===== src/core/bss_pkg.sv =====
// Constants and types of the burner safeguard sequencer
// ---------------------------------------------------------------
// ---------------------------------------------------------------
package bss_pkg;
   localparam int unsigned CLK_HZ        = 10000000;
   localparam int unsigned TICK_CYCLES   = CLK_HZ;
   localparam logic [7:0] CYCLE_S        = 8'h78;
   localparam logic [7:0] PREPURGE_S     = 8'h3c;
   localparam logic [7:0] POSTPURGE_S    = 8'h10;
   localparam logic [7:0] INTLK_S        = 8'h0e;
   localparam logic [7:0] HIFIRE_S       = 8'h0a;
   localparam logic [7:0] LOFIRE_S       = 8'h33;
   localparam logic [7:0] LOFIRE_ALT_S   = 8'h34;
   localparam logic [7:0] PILOT_S        = 8'h0a;
   localparam logic [7:0] SPARK_S        = 8'h05;
   localparam logic [7:0] MAIN_10_S      = 8'h0a;
   localparam logic [7:0] MAIN_15_S      = 8'h0f;
   localparam logic [7:0] MAIN_30_S      = 8'h1e;
   localparam logic [7:0] FFRT_S         = 8'h03;
   localparam logic [7:0] TIME_ZERO      = 8'h00;

   typedef enum logic [6:0] {
      BSS_STANDBY  = 7'h01,
      BSS_PURGE    = 7'h02,
      BSS_PILOT    = 7'h04,
      BSS_MAIN     = 7'h08,
      BSS_RUN      = 7'h10,
      BSS_POST     = 7'h20,
      BSS_LOCKOUT  = 7'h40
   } bss_state_t;
endpackage


===== src/core/bss_tick_if.sv =====
// Tick and hold signals between timer and sequencer
`timescale 1ns/10ps
interface bss_tick_if;
   logic secTick;
   logic hold;
   logic clear;
   logic [7:0] seconds;
   modport timer (output secTick, output seconds, input hold, input clear);
   modport seq   (input secTick, input seconds, output hold, output clear);
endinterface


===== src/core/bss_timer.sv =====
// One second tick divider and program seconds counter
`timescale 1ns/10ps
module bss_timer #(
   parameter int unsigned TICK_CYCLES = bss_pkg::TICK_CYCLES
) (
   // Clock and reset
   input wire logic  core_clk,
   input wire logic  rst_n,
   // Sequencer side
   bss_tick_if.timer tk
);
   logic [23:0] div;
   logic [23:0] next_div;
   logic        tick;
   logic        next_tick;
   logic [7:0]  secs;
   logic [7:0]  next_secs;

   always_comb begin
      next_div  = div + 24'h000001;
      next_tick = 1'b0;
      next_secs = secs;
      if (div >= 24'(TICK_CYCLES - 1)) begin
         next_div  = 24'h000000;
         next_tick = 1'b1;
      end
      if (tk.clear) begin
         next_secs = bss_pkg::TIME_ZERO;
      end else if (tick && !tk.hold) begin
         next_secs = secs + 8'h01;
      end
   end

   always_ff @(posedge core_clk or negedge rst_n) begin
      if (!rst_n) begin
         div  <= 24'h000000;
         tick <= 1'b0;
         secs <= 8'h00;
      end else begin
         div  <= next_div;
         tick <= next_tick;
         secs <= next_secs;
      end
   end

   assign tk.secTick = tick;
   assign tk.seconds = secs;
endmodule // bss_timer


===== src/core/bss_fail_filter.sv =====
// Flame loss debounce giving the flame failure response time
`timescale 1ns/10ps
module bss_fail_filter #(
   parameter logic [7:0] LIMIT_S = bss_pkg::FFRT_S
) (
   // Clock and reset
   input wire logic  core_clk,
   input wire logic  rst_n,
   // Inputs
   input wire logic  secTick,
   input wire logic  flame,
   // Result
   output logic      lost
);
   logic [7:0] cnt;
   logic [7:0] next_cnt;

   // Counting whole ticks gives 2 to 3 s, inside the 4 s limit
   always_comb begin
      next_cnt = cnt;
      if (flame) begin
         next_cnt = 8'h00;
      end else if (secTick && cnt < LIMIT_S) begin
         next_cnt = cnt + 8'h01;
      end
   end

   always_ff @(posedge core_clk or negedge rst_n) begin
      if (!rst_n) begin
         cnt <= 8'h00;
      end else begin
         cnt <= next_cnt;
      end
   end

   assign lost = !flame && (cnt >= LIMIT_S);
endmodule // bss_fail_filter


===== src/core/bss_sequencer.sv =====
// Burner safeguard sequencer top level
`timescale 1ns/10ps
module bss_sequencer #(
   parameter int unsigned TICK_CYCLES = bss_pkg::TICK_CYCLES,
   parameter logic [7:0]  CYCLE_S     = bss_pkg::CYCLE_S,
   parameter logic [7:0]  PREPURGE_S  = bss_pkg::PREPURGE_S,
   parameter logic [7:0]  POSTPURGE_S = bss_pkg::POSTPURGE_S,
   parameter bit          ALT_LOFIRE  = 1'b0,
   parameter bit          EARLY_SPARK = 1'b0,
   parameter bit          HAS_30S     = 1'b0
) (
   // Clock and reset
   input wire logic        core_clk,
   input wire logic        rst_n,
   // Demand and manual reset
   input wire logic        startReq,
   input wire logic        manualReset,
   // Interlocks and flame
   input wire logic        preIgnOk,
   input wire logic        lockIntlkOk,
   input wire logic        highFireOk,
   input wire logic        lowFireOk,
   input wire logic        flamePresent,
   input wire logic        selfCheckFail,
   // Configuration
   input wire logic [1:0]  mainSel,
   input wire logic        directSpark,
   // Outputs
   output logic            blower,
   output logic            ignition,
   output logic            pilotValve,
   output logic            mainValve,
   output logic            fireHigh,
   output logic            fireLow,
   output logic            fireModulate,
   output logic            alarm,
   output logic            lockedOut,
   output logic [7:0]      seconds
);
   bss_tick_if tk ();

   bss_pkg::bss_state_t state;
   bss_pkg::bss_state_t next_state;
   logic [7:0] phaseBase;
   logic [7:0] next_phaseBase;
   logic [7:0] mainLen;
   logic [7:0] lofireAt;
   logic [7:0] el;
   logic       flameLost;
   logic       fault;
   logic       sparkOn;
   logic       next_blower;
   logic       next_ignition;
   logic       next_pilotValve;
   logic       next_mainValve;
   logic       next_fireHigh;
   logic       next_fireLow;
   logic       next_fireModulate;
   logic       next_alarm;
   logic       next_lockedOut;

   bss_timer #(.TICK_CYCLES(TICK_CYCLES)) uTimer (
      .core_clk (core_clk),
      .rst_n    (rst_n),
      .tk       (tk.timer)
   );

   bss_fail_filter uFilt (
      .core_clk (core_clk),
      .rst_n    (rst_n),
      .secTick  (tk.secTick),
      .flame    (flamePresent),
      .lost     (flameLost)
   );

   // ---------------------------------------------------------------
   // Phase lengths
   // ---------------------------------------------------------------
   always_comb begin
      lofireAt = ALT_LOFIRE ? bss_pkg::LOFIRE_ALT_S : bss_pkg::LOFIRE_S;
      case (mainSel)
         2'b00:   mainLen = bss_pkg::MAIN_10_S;
         2'b01:   mainLen = bss_pkg::MAIN_15_S;
         2'b10:   mainLen = HAS_30S ? bss_pkg::MAIN_30_S
                                    : bss_pkg::MAIN_15_S;
         2'b11:   mainLen = bss_pkg::MAIN_10_S;
         default: mainLen = bss_pkg::MAIN_10_S;
      endcase
      if (directSpark) begin
         mainLen = bss_pkg::MAIN_10_S;
      end
   end

   // ---------------------------------------------------------------
   // Time spent in the current phase
   // ---------------------------------------------------------------
   // Wraps safely: no phase outlasts the 8-bit program count
   always_comb begin
      el = tk.seconds - phaseBase;
   end

   // ---------------------------------------------------------------
   // Ignition window
   // ---------------------------------------------------------------
   // Early spark: spark for the first five pilot seconds only,
   // the pilot then burns alone; entry to pilot starts with spark
   always_comb begin
      sparkOn = 1'b1;
      if (EARLY_SPARK) begin
         sparkOn = (state != bss_pkg::BSS_PILOT) ||
                   (el < bss_pkg::SPARK_S);
      end
   end

   // ---------------------------------------------------------------
   // Sequence
   // ---------------------------------------------------------------
   always_comb begin
      next_state     = state;
      next_phaseBase = phaseBase;
      fault          = 1'b0;
      tk.hold        = 1'b0;
      tk.clear       = 1'b0;
      case (state)
         bss_pkg::BSS_STANDBY: begin
            tk.clear = 1'b1;
            if (startReq && flamePresent) begin
               fault = 1'b1;
            end
            if (startReq && preIgnOk && !flamePresent) begin
               next_state     = bss_pkg::BSS_PURGE;
               next_phaseBase = bss_pkg::TIME_ZERO;
            end
         end
         bss_pkg::BSS_PURGE: begin
            if (tk.seconds == bss_pkg::HIFIRE_S && !highFireOk) begin
               tk.hold = 1'b1;
            end
            if (tk.seconds == lofireAt && !lowFireOk) begin
               tk.hold = 1'b1;
            end
            if (flamePresent) begin
               fault = 1'b1;
            end
            if (tk.seconds >= bss_pkg::INTLK_S && !preIgnOk) begin
               fault = 1'b1;
            end
            if (tk.seconds >= bss_pkg::INTLK_S && !lockIntlkOk) begin
               fault = 1'b1;
            end
            if (tk.seconds >= PREPURGE_S && lowFireOk && !tk.hold) begin
               next_state     = bss_pkg::BSS_PILOT;
               next_phaseBase = tk.seconds;
            end
         end
         bss_pkg::BSS_PILOT: begin
            if (!lockIntlkOk) begin
               fault = 1'b1;
            end
            if (selfCheckFail) begin
               fault = 1'b1;
            end
            if (el >= bss_pkg::PILOT_S) begin
               if (flamePresent) begin
                  next_state     = bss_pkg::BSS_MAIN;
                  next_phaseBase = tk.seconds;
               end else begin
                  fault = 1'b1;
               end
            end
         end
         bss_pkg::BSS_MAIN: begin
            if (!lockIntlkOk || selfCheckFail) begin
               fault = 1'b1;
            end
            if (el >= mainLen) begin
               if (flamePresent) begin
                  next_state = bss_pkg::BSS_RUN;
               end else begin
                  fault = 1'b1;
               end
            end
         end
         bss_pkg::BSS_RUN: begin
            tk.hold = 1'b1;
            if (!lockIntlkOk) begin
               fault = 1'b1;
            end
            if (selfCheckFail) begin
               fault = 1'b1;
            end
            if (flameLost) begin
               fault = 1'b1;
            end
            if (!startReq && !fault) begin
               next_state     = bss_pkg::BSS_POST;
               next_phaseBase = tk.seconds;
            end
         end
         bss_pkg::BSS_POST: begin
            if (el >= POSTPURGE_S || tk.seconds >= CYCLE_S) begin
               next_state = bss_pkg::BSS_STANDBY;
            end
         end
         bss_pkg::BSS_LOCKOUT: begin
            tk.clear = 1'b1;
            if (manualReset) begin
               next_state = bss_pkg::BSS_STANDBY;
            end
         end
         default: begin
            next_state = bss_pkg::BSS_LOCKOUT;
         end
      endcase
      if (fault) begin
         next_state = bss_pkg::BSS_LOCKOUT;
      end
   end

   // ---------------------------------------------------------------
   // Outputs, registered from next state
   // ---------------------------------------------------------------
   always_comb begin
      next_blower       = 1'b0;
      next_ignition     = 1'b0;
      next_pilotValve   = 1'b0;
      next_mainValve    = 1'b0;
      next_fireHigh     = 1'b0;
      next_fireLow      = 1'b1;
      next_fireModulate = 1'b0;
      next_alarm        = 1'b0;
      next_lockedOut    = 1'b0;
      case (next_state)
         bss_pkg::BSS_STANDBY: begin
            next_fireLow = 1'b1;
         end
         bss_pkg::BSS_PURGE: begin
            next_blower = 1'b1;
            // Drive open until five seconds before the low fire proving point
            next_fireHigh = (tk.seconds < lofireAt - 8'h05);
            next_fireLow  = !next_fireHigh;
         end
         bss_pkg::BSS_PILOT: begin
            next_blower     = 1'b1;
            next_pilotValve = 1'b1;
            next_ignition   = sparkOn;
         end
         bss_pkg::BSS_MAIN: begin
            next_blower     = 1'b1;
            next_pilotValve = 1'b1;
            next_mainValve  = 1'b1;
            // Early spark keeps the spark off once the pilot is proven
            next_ignition   = !EARLY_SPARK;
         end
         bss_pkg::BSS_RUN: begin
            next_blower       = 1'b1;
            next_mainValve    = 1'b1;
            next_fireLow      = 1'b0;
            next_fireModulate = 1'b1;
         end
         bss_pkg::BSS_POST: begin
            next_blower = 1'b1;
         end
         bss_pkg::BSS_LOCKOUT: begin
            next_alarm     = 1'b1;
            next_lockedOut = 1'b1;
         end
         default: begin
            next_fireLow = 1'b1;
         end
      endcase
   end

   always_ff @(posedge core_clk or negedge rst_n) begin
      if (!rst_n) begin
         state        <= bss_pkg::BSS_STANDBY;
         phaseBase    <= 8'h00;
         blower       <= 1'b0;
         ignition     <= 1'b0;
         pilotValve   <= 1'b0;
         mainValve    <= 1'b0;
         fireHigh     <= 1'b0;
         fireLow      <= 1'b1;
         fireModulate <= 1'b0;
         alarm        <= 1'b0;
         lockedOut    <= 1'b0;
         seconds      <= 8'h00;
      end else begin
         state        <= next_state;
         phaseBase    <= next_phaseBase;
         blower       <= next_blower;
         ignition     <= next_ignition;
         pilotValve   <= next_pilotValve;
         mainValve    <= next_mainValve;
         fireHigh     <= next_fireHigh;
         fireLow      <= next_fireLow;
         fireModulate <= next_fireModulate;
         alarm        <= next_alarm;
         lockedOut    <= next_lockedOut;
         seconds      <= tk.seconds;
      end
   end
endmodule // bss_sequencer


===== config.mk =====
export PLATFORM = sky130hd
export DESIGN_NAME = bss_sequencer
export DESIGN_NICKNAME = d
export VERILOG_FILES = /design/src/core/bss_pkg.sv /design/src/core/bss_tick_if.sv /design/src/core/bss_timer.sv /design/src/core/bss_fail_filter.sv /design/src/core/bss_sequencer.sv
export SDC_FILE = /design/constraint.sdc
export NUM_CORES = 1
export LEC_CHECK = 0
export BUFFER_PORTS_ARGS = -buffer_cell sky130_fd_sc_hd__buf_4
export CAP_MARGIN = 20
export CORE_MARGIN = 1
export CORE_UTILIZATION = 40
export CTS_CLUSTER_DIAMETER = 60
export CTS_CLUSTER_SIZE = 16
export DETAILED_ROUTE_END_ITERATION = 8
export PLACE_DENSITY = 0.57
export SLEW_MARGIN = 20
export SYNTH_ARGS = -nofsm -noshare
export SYNTH_HDL_FRONTEND = slang
export SYNTH_HIERARCHICAL = 1
export SYNTH_SLANG_ARGS = --single-unit

===== constraint.sdc =====
create_clock -name core_clk -period 7.8 [get_ports core_clk]
set_input_delay 1.56 -clock core_clk [delete_from_list [all_inputs] [get_ports core_clk]]
set_output_delay 1.56 -clock core_clk [all_outputs]
set_load 0.02 [all_outputs]

* Word level (Yosys, flattened, before mapping)
Cells that the tools add are included.
** Word-level totals
- Register bits :: 71
- Bits of input ports :: 13
- Output and inout bits :: 17
- Word-level logic and storage cells :: 138
** Operators by class
- $add $sub $neg :: 4
- $lt $le $gt $ge :: 10
- Eq/ne operators :: 23
- Mux-type cells :: 51
- Reduce and logical (&&, ||, !) cells :: 36
** Operators with widths (count)
- $mux 8 :: 10
- $mux 7 :: 10
- $pmux 7 s7 :: 1
- $pmux 8 s4 :: 1
- $add 24x1->24 const B :: 1
- $ge 24x24->1 const B :: 1
- $mux 1 :: 24
- $mux 24 :: 1
- $add 8x1->8 const B :: 2
- $ge 8x4->1 const B :: 2
- $pmux 8 s2 :: 1
- $eq 7x2->1 const B :: 2
- $eq 7x3->1 const B :: 2
- $eq 7x4->1 const B :: 2
- $eq 7x5->1 const B :: 2
- $eq 7x6->1 const B :: 2
- $eq 7x7->1 const B :: 2
- $logic_and 1x1->1 :: 13
- $logic_not 1->1 :: 10
- $ne 2x2->1 const B :: 5
- $reduce_or 2->1 :: 5
- $eq 8x4->1 const B :: 1
- $eq 8x6->1 const B :: 1
- $ge 8x2->1 const B :: 1
- other kinds (18) :: 22

* Logic depth before layout (Yosys ltp)
Gate-level depths: netlist (run 1).
- Depth in word-level cells :: 13
- Depth in mapped cells :: 13
- Depth with buffers taken out :: 12

* By module
Netlist (run 1), hierarchy kept.
** By module, submodules not included
- bss_sequencer :: times used 1, cells each 229, area an instance 2127.0 µm², seq. area each 753.2 µm²
- bss_timer :: times used 1, cells each 176, area an instance 1727.9 µm², seq. area each 825.8 µm²
- bss_fail_filter :: times used 1, cells each 26, area an instance 327.8 µm², seq. area each 200.2 µm²

* Least setup slack after synthesis (run 1)
OpenSTA, ideal clock, no wires.
- Path type :: input to register
- Start point :: in mainSel[1]
- End point :: reg blower
- Setup time :: 0.118 ns
- Arrival time :: 3.245 ns
- Data required time :: 7.682 ns
- Path slack :: 4.437 ns
- Stages on the path :: 11
- Buffers on the path :: 0
- Path through :: xor2_1 -> nand2b_1 -> inv_1 -> ha_1 -> nand2b_1 -> a31oi_1 -> nor2_1 -> o31ai_1 -> o22ai_1 -> nand4b_1 -> a21o_1
** Between the ends
- Word-level cells in the longest chain between the ends :: 11
- Elaborated cells on any way between the ends :: 21
- Those cells by class :: order compare: 1; eq/ne: 8; mux: 8; reduce/logical: 4
** RTL lines
- start, declared :: RTL line bss_sequencer.sv:26 : input wire logic [1:0] mainSel,
- $eq 2x2->1 (tied with other cells) :: RTL line bss_sequencer.sv:81 : case (mainSel)
- $reduce_or 2->1 (no line)
- $pmux 8 s2 * :: RTL line bss_sequencer.sv:81
- $mux 8 * :: RTL line bss_sequencer.sv:89 : if (directSpark) begin
- $ge 8x8->1 * :: RTL line bss_sequencer.sv:176 : if (el >= mainLen) begin
- $mux 7 or $mux 1 (tied branches) :: RTL line bss_sequencer.sv:176
- $pmux 7 s7 or $pmux 1 s5 (tied branches) :: RTL line bss_sequencer.sv:124 : case (state)
- $mux 7 * :: RTL line bss_sequencer.sv:215 : if (fault) begin
- $eq 7x5->1 (tied with other cells) :: RTL line bss_sequencer.sv:233 : case (next_state)
- $reduce_or 5->1 (no line) *
- $mux 1 * :: RTL line bss_sequencer.sv:233
- named net next_blower :: RTL line bss_sequencer.sv:52 : logic next_blower;
- end signal, assigned :: RTL line bss_sequencer.sv:291 : blower <= next_blower;
- end, declared :: RTL line bss_sequencer.sv:29 : output logic blower,
Mark *: on every way through the listed nets, which the timed path passes. The rest lies on a longest branch. The select of a mux whose other input is x is not followed.
A chain may end at the register's enable or synchronous reset.

* Worst setup path after layout (run 1)
Same ends and word-level chain as after synthesis.

==> qor.csv, run 1 <==
stage,metric,value,unit
setup_path,worstPathMaxFanout,5,
cells_and_area,stdcell_count,588,
setup_path,slowest_delay,0.29,ns
synthesis,yosysMostFrequentCell,dfrtp_1,
floorplanning,coreArea,9955,sq um
worst_hold_path,hold_path.class,reg2reg,
synthesis,synth_top_area_cell,dfrtp_1,
placement,gp_congestion,0.8338,
pwr,power_density,246.8,nW/um^2
synthesis,synth_cells,431,
cells_and_area,nets,477,
synthesis,synth-async-reset-ratio,1.000,
clock_network,cts_tree,built,
setup_path,crit_chain,"buf_4, xor2_1, nand2b_1, inv_1, ha_1, nand2b_1, a31oi_1, nor2_1, o31ai_1, o22ai_1, nand4b_1, a21o_1",
sta,max-slew-margin-rel,0.4037,
detailed_routing,drcViolationCount,0,
clock_network,cts_root_buf,clkbuf_8,
sta,fin_ws,4.413,ns
synthesis,ys_seq_elements,71,
setup_path,startpoint_type,primary input,
sta,finalSetupViolations,0,
synthesis,yosysSeqAreaShare,0.4254,
floorplanning,rows,36,
sta,grt_setup_unrepaired,no,
pwr,design_power_total,1.148,mW
sta,hold_ws,0.4962,ns
sta,fin_skew,0.009673,ns
synthesis,avgSynthCellArea,9.705,sq um
setup_path,worstPathArrival,3.62,ns
status,status,finished clean,
synthesis,syn_area,4183,sq um
floorplanning,die_height,104.3,um
synthesis,yosys_warnings,6,
setup_path,path_common_cell,nand2b_1,
detailed_routing,wirelength,8855,um
pwr,ir_worst_vdd,0.00009217,V
sta,hold_violations,0,
sta,final.setup.tns,0,ns
placement,pre_cts_ws,4.088,ns
placement,place_hpwl,6398,um
cells_and_area,fillers,965,
placement,io_buffers,29,
clock_network,ctsHtreeMaxLevel,3,
setup_path,slowest_stage,o31ai_1,
clock_network,post_cts_resized,0,
sta,period_minus_slack,3.387,ns
clock_network,clk_latency,0.34,ns
detailed_routing,via_per_inst,5.447,
grt,grt_pass1_wl,15640,um
clock_network,cts.sinks,71,
floorplanning,die_w,104.3,um
grt,grtUsageTotal,0.1802,
synthesis,synth_edf_count,0,
grt,first_global_vias,3247,
sta,fmax,295.3,MHz
clock_network,clk_path_buf_depth,2,
clock_network,postCtsHoldBufs,0,
detailed_routing,ant_nets,0,
sta,slew_viol_final,0,
cells_and_area,n_antenna_cell,0,
clock_network,clkSlewWorstSetupHoldPaths,0.07,ns
clock_network,cts_buffers,9,
placement,dpl.cell_count,572,
pwr,power_leakage,2.018,nW
job,maxCapViolations,0,
synthesis,synth_top_cell_area_share,0.4128,
cells_and_area,drive_above_1_share,0.1692,
sta,worst_pin_slew,0.8944,ns
floorplanning,pin_count,30,
grt,grt_start_max_net_pins,72,
setup_path,crit_required,8.04,ns
detailed_routing,drtPass1Iterations,4,
synthesis,synth_nets,458,
floorplanning,dieArea,10870,sq um
detailed_routing,avgRoutedWirePerCell,15.06,um
sta,period_share,0.4342,
synthesis,ys_top_cells_by_count,"69 x dfrtp_1, 37 x nor2_1, 32 x nand2_1, 21 x nor3_1, 19 x xor2_1",
clock_network,post-cts-setup-buffer-count,0,
synthesis,yosys-top-cells-area,"dfrtp_1 41%, xor2_1 4.0%, ha_1 3.9%",
grt,grt-ovfl-total,0,
detailed_routing,dr.first_iter.drc_count,128,
floorplanning,start_util,0.4202,
grt,antenna_found_initial,0,
cells_and_area,syn_to_final_growth,11.16,%
synthesis,synth_ff_type,dfrtp_1,
setup_path,critPathKind,in2reg,
setup_path,worstSetupEndpointType,flip-flop,
synthesis,yosys.cell_types.count,77,
detailed_routing,num_vias,3203,
==> report_power, final <==
| part | internal, mW | total (mW) | switching (mW) |
|---|---|---|---|
| sequential | 0.398 | 0.422 | 0.0238 |
| clock | 0.179 | 0.310 | 0.130 |
| combinational | 0.165 | 0.416 | 0.251 |
==> cell usage in the layout (no fill, tap or decap), drive strengths merged, types with 10 or more instances in the layout <==
cell type   n
nor2       41
nand2      32
inv        13
ha         13
nand2b     10
clkbuf     12
buf        31
xor2       19
nand3      14
a31oi      10
mux2i      10
a21oi      15
nand4      11
dfrtp      69
nor2b      10
o21ai      22
nor3       24
==> worst max-delay path: cells and delay by family <==
family                     cells  cell delay, ns
AOI/OAI and AO/OA              4            0.94
and+or+nand+nor                4            0.57
adders and majority gates      1            0.25
buffers and inverters          2            0.16
xor gates and xnor gates       1            0.15
==> flip-flops by register name (all words and copies together) (netlist names), 7 cells and up <==
| register | flops |
|---|---|
| state | 7 |
| phaseBase | 8 |
| uFilt/cnt | 8 |
| seconds | 8 |
| uTimer/tk.seconds | 8 |
| uTimer/div | 24 |
==> layer usage <==
metal  vias to the layer above  share of wire  GRT usage
met5                         -              0          0
met4                         0          0.022    0.08367
met3                        13          0.035    0.02757
met2                        74           0.48     0.3004
met1                      1540           0.46     0.2288
li1                       1576              -          -
==> cell type report <==
cell class	instances	area (sq um)	area share
Clock buffer	12	135.1	0.02906
Clock inverter	4	70.07	0.01507
Inverter	13	48.80	0.01050
Multi-Input combinational cell	324	2217	0.4769
Sequential cell	71	1779	0.3827
Tap cell	133	166.4	0.03579
Timing Repair Buffer	31	232.7	0.05005
==> logic make-up (layout without fill, tap and decap cells) <==
logic type,after synthesis,after routing,share of synthesized area
AO/OA/AOI/OAI,79,79,0.1298
XOR/XNOR,28,28,0.05863
adder cells (fa/ha/maj),14,14,0.04367
buffers and inverters,36,60,0.04756
flip-flops,71,71,0.4254
multiplexers,11,11,0.02662
AND/OR/NAND/NOR,192,192,0.2683
==> through the flow <==
step / area [sq um] / utilization
2_1_floorplan: 4183 / -
3_3_place_gp: 4444 / 0.4465
3_5_place_dp: 4444 / 0.4465
4_1_cts: 4649 / 0.4671
5_1_grt: 4649 / 0.4671
6_report: 4649 / 0.4671
==> path summary, 6_finish.rpt <==
path	startpoint	end	slack (ns)	depth (start not counted)
worst max-delay path	mainSel[1]	blower$_DFF_PN0_	4.41	12
max in group asynchronous	rst_n	pilotValve$_DFF_PN0_	5.88	1
min in group asynchronous	rst_n	uTimer/div[3]$_DFF_PN0_	1.35	1
worst min register to register	uTimer/div[0]$_DFF_PN0_	uTimer/div[0]$_DFF_PN0_	0.50	1
worst min-delay path	uTimer/div[0]$_DFF_PN0_	uTimer/div[0]$_DFF_PN0_	0.50	1
worst max register to register	uTimer/tk.seconds[0]$_DFFE_PN0P_	phaseBase[6]$_DFFE_PN0P_	4.59	12
Power figures use the tool's default switching activity.
==> inputs of run 2 (changes only) <==
- clock period: 7.8 -> 3.5 ns (I/O delays scaled with it)
==> run 2 against run 1 <==
Compared with the run above:
- worst hold slack worse by 0.0047 ns
- total power up 120%
- clock skew up 0.00080 ns
- die area unchanged
- sequential share of layout area down 0.25 points
- register-to-register slack worse by 4.2 ns
- via count up 2.0%
- count of clock-buffer cells in the layout down 1
- sequential power up 120%
==> qor.csv, run 2 (same netlist as run 1, synthesis figures left out) <==
stage,metric,value,unit,change
status,status,finished clean,,unchanged
detailed_routing,wirelength,9351,um,was 8855 um
pwr,power_leakage,2.040,nW,was 2.018 nW
clock_network,post-cts-setup-buffer-count,0,,unchanged
detailed_routing,drcViolationCount,0,,unchanged
setup_path,worstPathMaxFanout,9,,was 5
clock_network,cts_root_buf,clkbuf_8,,unchanged
cells_and_area,layout_common_cells,"69 x dfrtp_1, 37 x nor2_1, 36 x buf_4",,"was 69 x dfrtp_1, 37 x nor2_1, 32 x nand2_1"
floorplanning,die_height,104.3,um,unchanged
clock_network,clk_latency,0.34,ns,about the same
cells_and_area,fin_util,0.4701,,was 0.4671
setup_path,startpoint_type,flip-flop,,was primary input
setup_path,worstSetupEndpointType,flip-flop,,unchanged
clock_network,ctsHtreeMaxLevel,3,,unchanged
setup_path,cp_num_buf_inv,2,,unchanged
cells_and_area,final_area,4679,sq um,was 4649 sq um
setup_path,r2r-start,uTimer/tk.seconds[0]$_DFFE_PN0P_,,unchanged
placement,place_hpwl,6667,um,was 6398 um
setup_path,reg2reg_slack,0.43,ns,was 4.59 ns
cells_and_area,syn_to_final_growth,11.88,%,was 11.16%
pwr,power_density,544.7,nW/um^2,was 246.8 nW/um^2
grt,grt-ovfl-total,0,,unchanged
sta,final.setup.tns,0,ns,unchanged
grt,grt_pass1_wl,15340,um,was 15640 um
setup_path,path_common_cell,inv_1,,was nand2b_1
sta,hold_ws,0.4915,ns,was 0.4962 ns
setup_path,worst-path-stages,12,,unchanged
sta,period_share,0.8783,,
cells_and_area,largest_reg_flops,24,,unchanged
setup_path,critPathKind,reg2reg,,was in2reg
clock_network,clk_path_buf_depth,2,,unchanged
cells_and_area,drive_above_1_share,0.1826,,was 0.1692
grt,grt_start_max_net_pins,72,,unchanged
setup_path,cp-startpoint,uTimer/tk.seconds[0]$_DFFE_PN0P_,,was mainSel[1]
placement,dpl_cell_area,4482,sq um,was 4444 sq um
sta,fmax,325.3,MHz,
setup_path,reg2reg_depth,12,,unchanged
grt,grtUsageTotal,0.1786,,was 0.1802
grt,grt-busiest-layer,met2,,unchanged
detailed_routing,avgRoutedWirePerCell,15.77,um,was 15.06 um
sta,finalSetupViolations,0,,unchanged
setup_path,cpLargestDelayFamily,compound AO/OA/AOI/OAI gates,,unchanged
setup_path,worstReg2RegEnd,phaseBase[3]$_DFFE_PN0P_,,was phaseBase[6]$_DFFE_PN0P_
sta,slew_viol_final,0,,unchanged
sta,grt_setup_unrepaired,no,,unchanged
pwr,ir_worst_vdd,0.0002029,V,was 0.00009217 V
clock_network,post_cts_resized,0,,unchanged
setup_path,crit_end,phaseBase[3]$_DFFE_PN0P_,,was blower$_DFF_PN0_
grt,met3_usage,0.02945,,was 0.02757
sta,fin_skew,0.01047,ns,was 0.009673 ns
cells_and_area,fillers,973,,was 965
sta,hold_violations,0,,unchanged
clock_network,cts_buffers,9,,unchanged
floorplanning,start_util,0.4202,,unchanged
grt,first_global_vias,3064,,was 3247
setup_path,worstPathArrival,3.34,ns,was 3.62 ns
worst_hold_path,hold_path.class,in2async,,was reg2reg
floorplanning,die_w,104.3,um,unchanged
detailed_routing,ant_nets,0,,unchanged
clock_network,cts.sinks,71,,unchanged
setup_path,crit_chain,"inv_1, ha_1, inv_1, fa_1, a21o_1, a21oi_1, o21ai_1, o2111ai_1, nor2_2, a31oi_4, and3_1, mux2i_1",,"was buf_4, xor2_1, nand2b_1, inv_1, ha_1, nand2b_1, a31oi_1, nor2_1, o31ai_1, o22ai_1, nand4b_1, a21o_1"
grt,grtUsageMet2,0.2914,,was 0.3004
grt,met1_usage,0.2365,,was 0.2288
sta,period_minus_slack,3.074,ns,
cells_and_area,nets,482,,was 477
sta,max-slew-margin-rel,0.3966,,was 0.4037
floorplanning,rows,36,,unchanged
floorplanning,pin_count,30,,unchanged
setup_path,slowest_stage,and3_1,,was o31ai_1
placement,io_buffers,29,,unchanged
detailed_routing,drtPass1Iterations,4,,unchanged
placement,gp_congestion,0.8250,,was 0.8338
sta,worst_pin_slew,0.9051,ns,was 0.8944 ns
setup_path,crit_required,3.76,ns,was 8.04 ns
setup_path,slowest_delay,0.51,ns,was 0.29 ns
detailed_routing,num_vias,3268,,was 3203
detailed_routing,via_per_inst,5.511,,was 5.447
floorplanning,coreArea,9955,sq um,unchanged
pwr,design_power_total,2.549,mW,was 1.148 mW
job,maxCapViolations,0,,unchanged
cells_and_area,n_antenna_cell,0,,unchanged
detailed_routing,dr.first_iter.drc_count,111,,was 128
cells_and_area,final_common_cell,dfrtp_1,,unchanged
grt,antenna_found_initial,0,,unchanged
cells_and_area,top_register,uTimer/div,,unchanged
clock_network,cts_tree,built,,unchanged
floorplanning,dieArea,10870,sq um,unchanged
clock_network,postCtsHoldBufs,0,,unchanged
clock_network,clkSlewWorstSetupHoldPaths,0.07,ns,about the same
-- run 2: layout make-up --
cell class,instances,area [sq um],share of cell area
repair buffers,36,270.3,0.05775
clock buffers,11,141.4,0.03021
multi-input cells,324,2217,0.4738
inverters,13,48.80,0.01043
clock inverters,5,56.30,0.01203
flip-flops and latches,71,1779,0.3802
well taps,133,166.4,0.03556
-- run 2: how the worst min path moves through the flow --
stage	endpoint	cells after the start
after floorplan	blower$_DFF_PN0_	0
after global placement	uTimer/div[0]$_DFF_PN0_	1
after detailed placement	uTimer/div[0]$_DFF_PN0_	1
after CTS	uTimer/div[0]$_DFF_PN0_	1
after global routing	uTimer/div[0]$_DFF_PN0_	1
final	uTimer/div[1]$_DFF_PN0_	1
-- run 2: power by group --
group          total [mW]  switching (mW)  internal [mW]
Combinational       0.943           0.575          0.368
Sequential          0.940          0.0539          0.887
Clock               0.666           0.316          0.349
Total                2.55           0.945           1.60
-- run 2: layer usage --
layer,wire (um),vias up
met5,0,-
met4,156,0
met3,237,10
met2,4533,57
met1,4424,1610
li1,-,1591
-- run 2: through the flow --
stage                     cells  setup slack [ns]
after floorplan             431            0.7993
after global placement      577            0.5452
after detailed placement    577            0.4728
after CTS                   593            0.4451
after global routing        593            0.1972
final                       593            0.4259
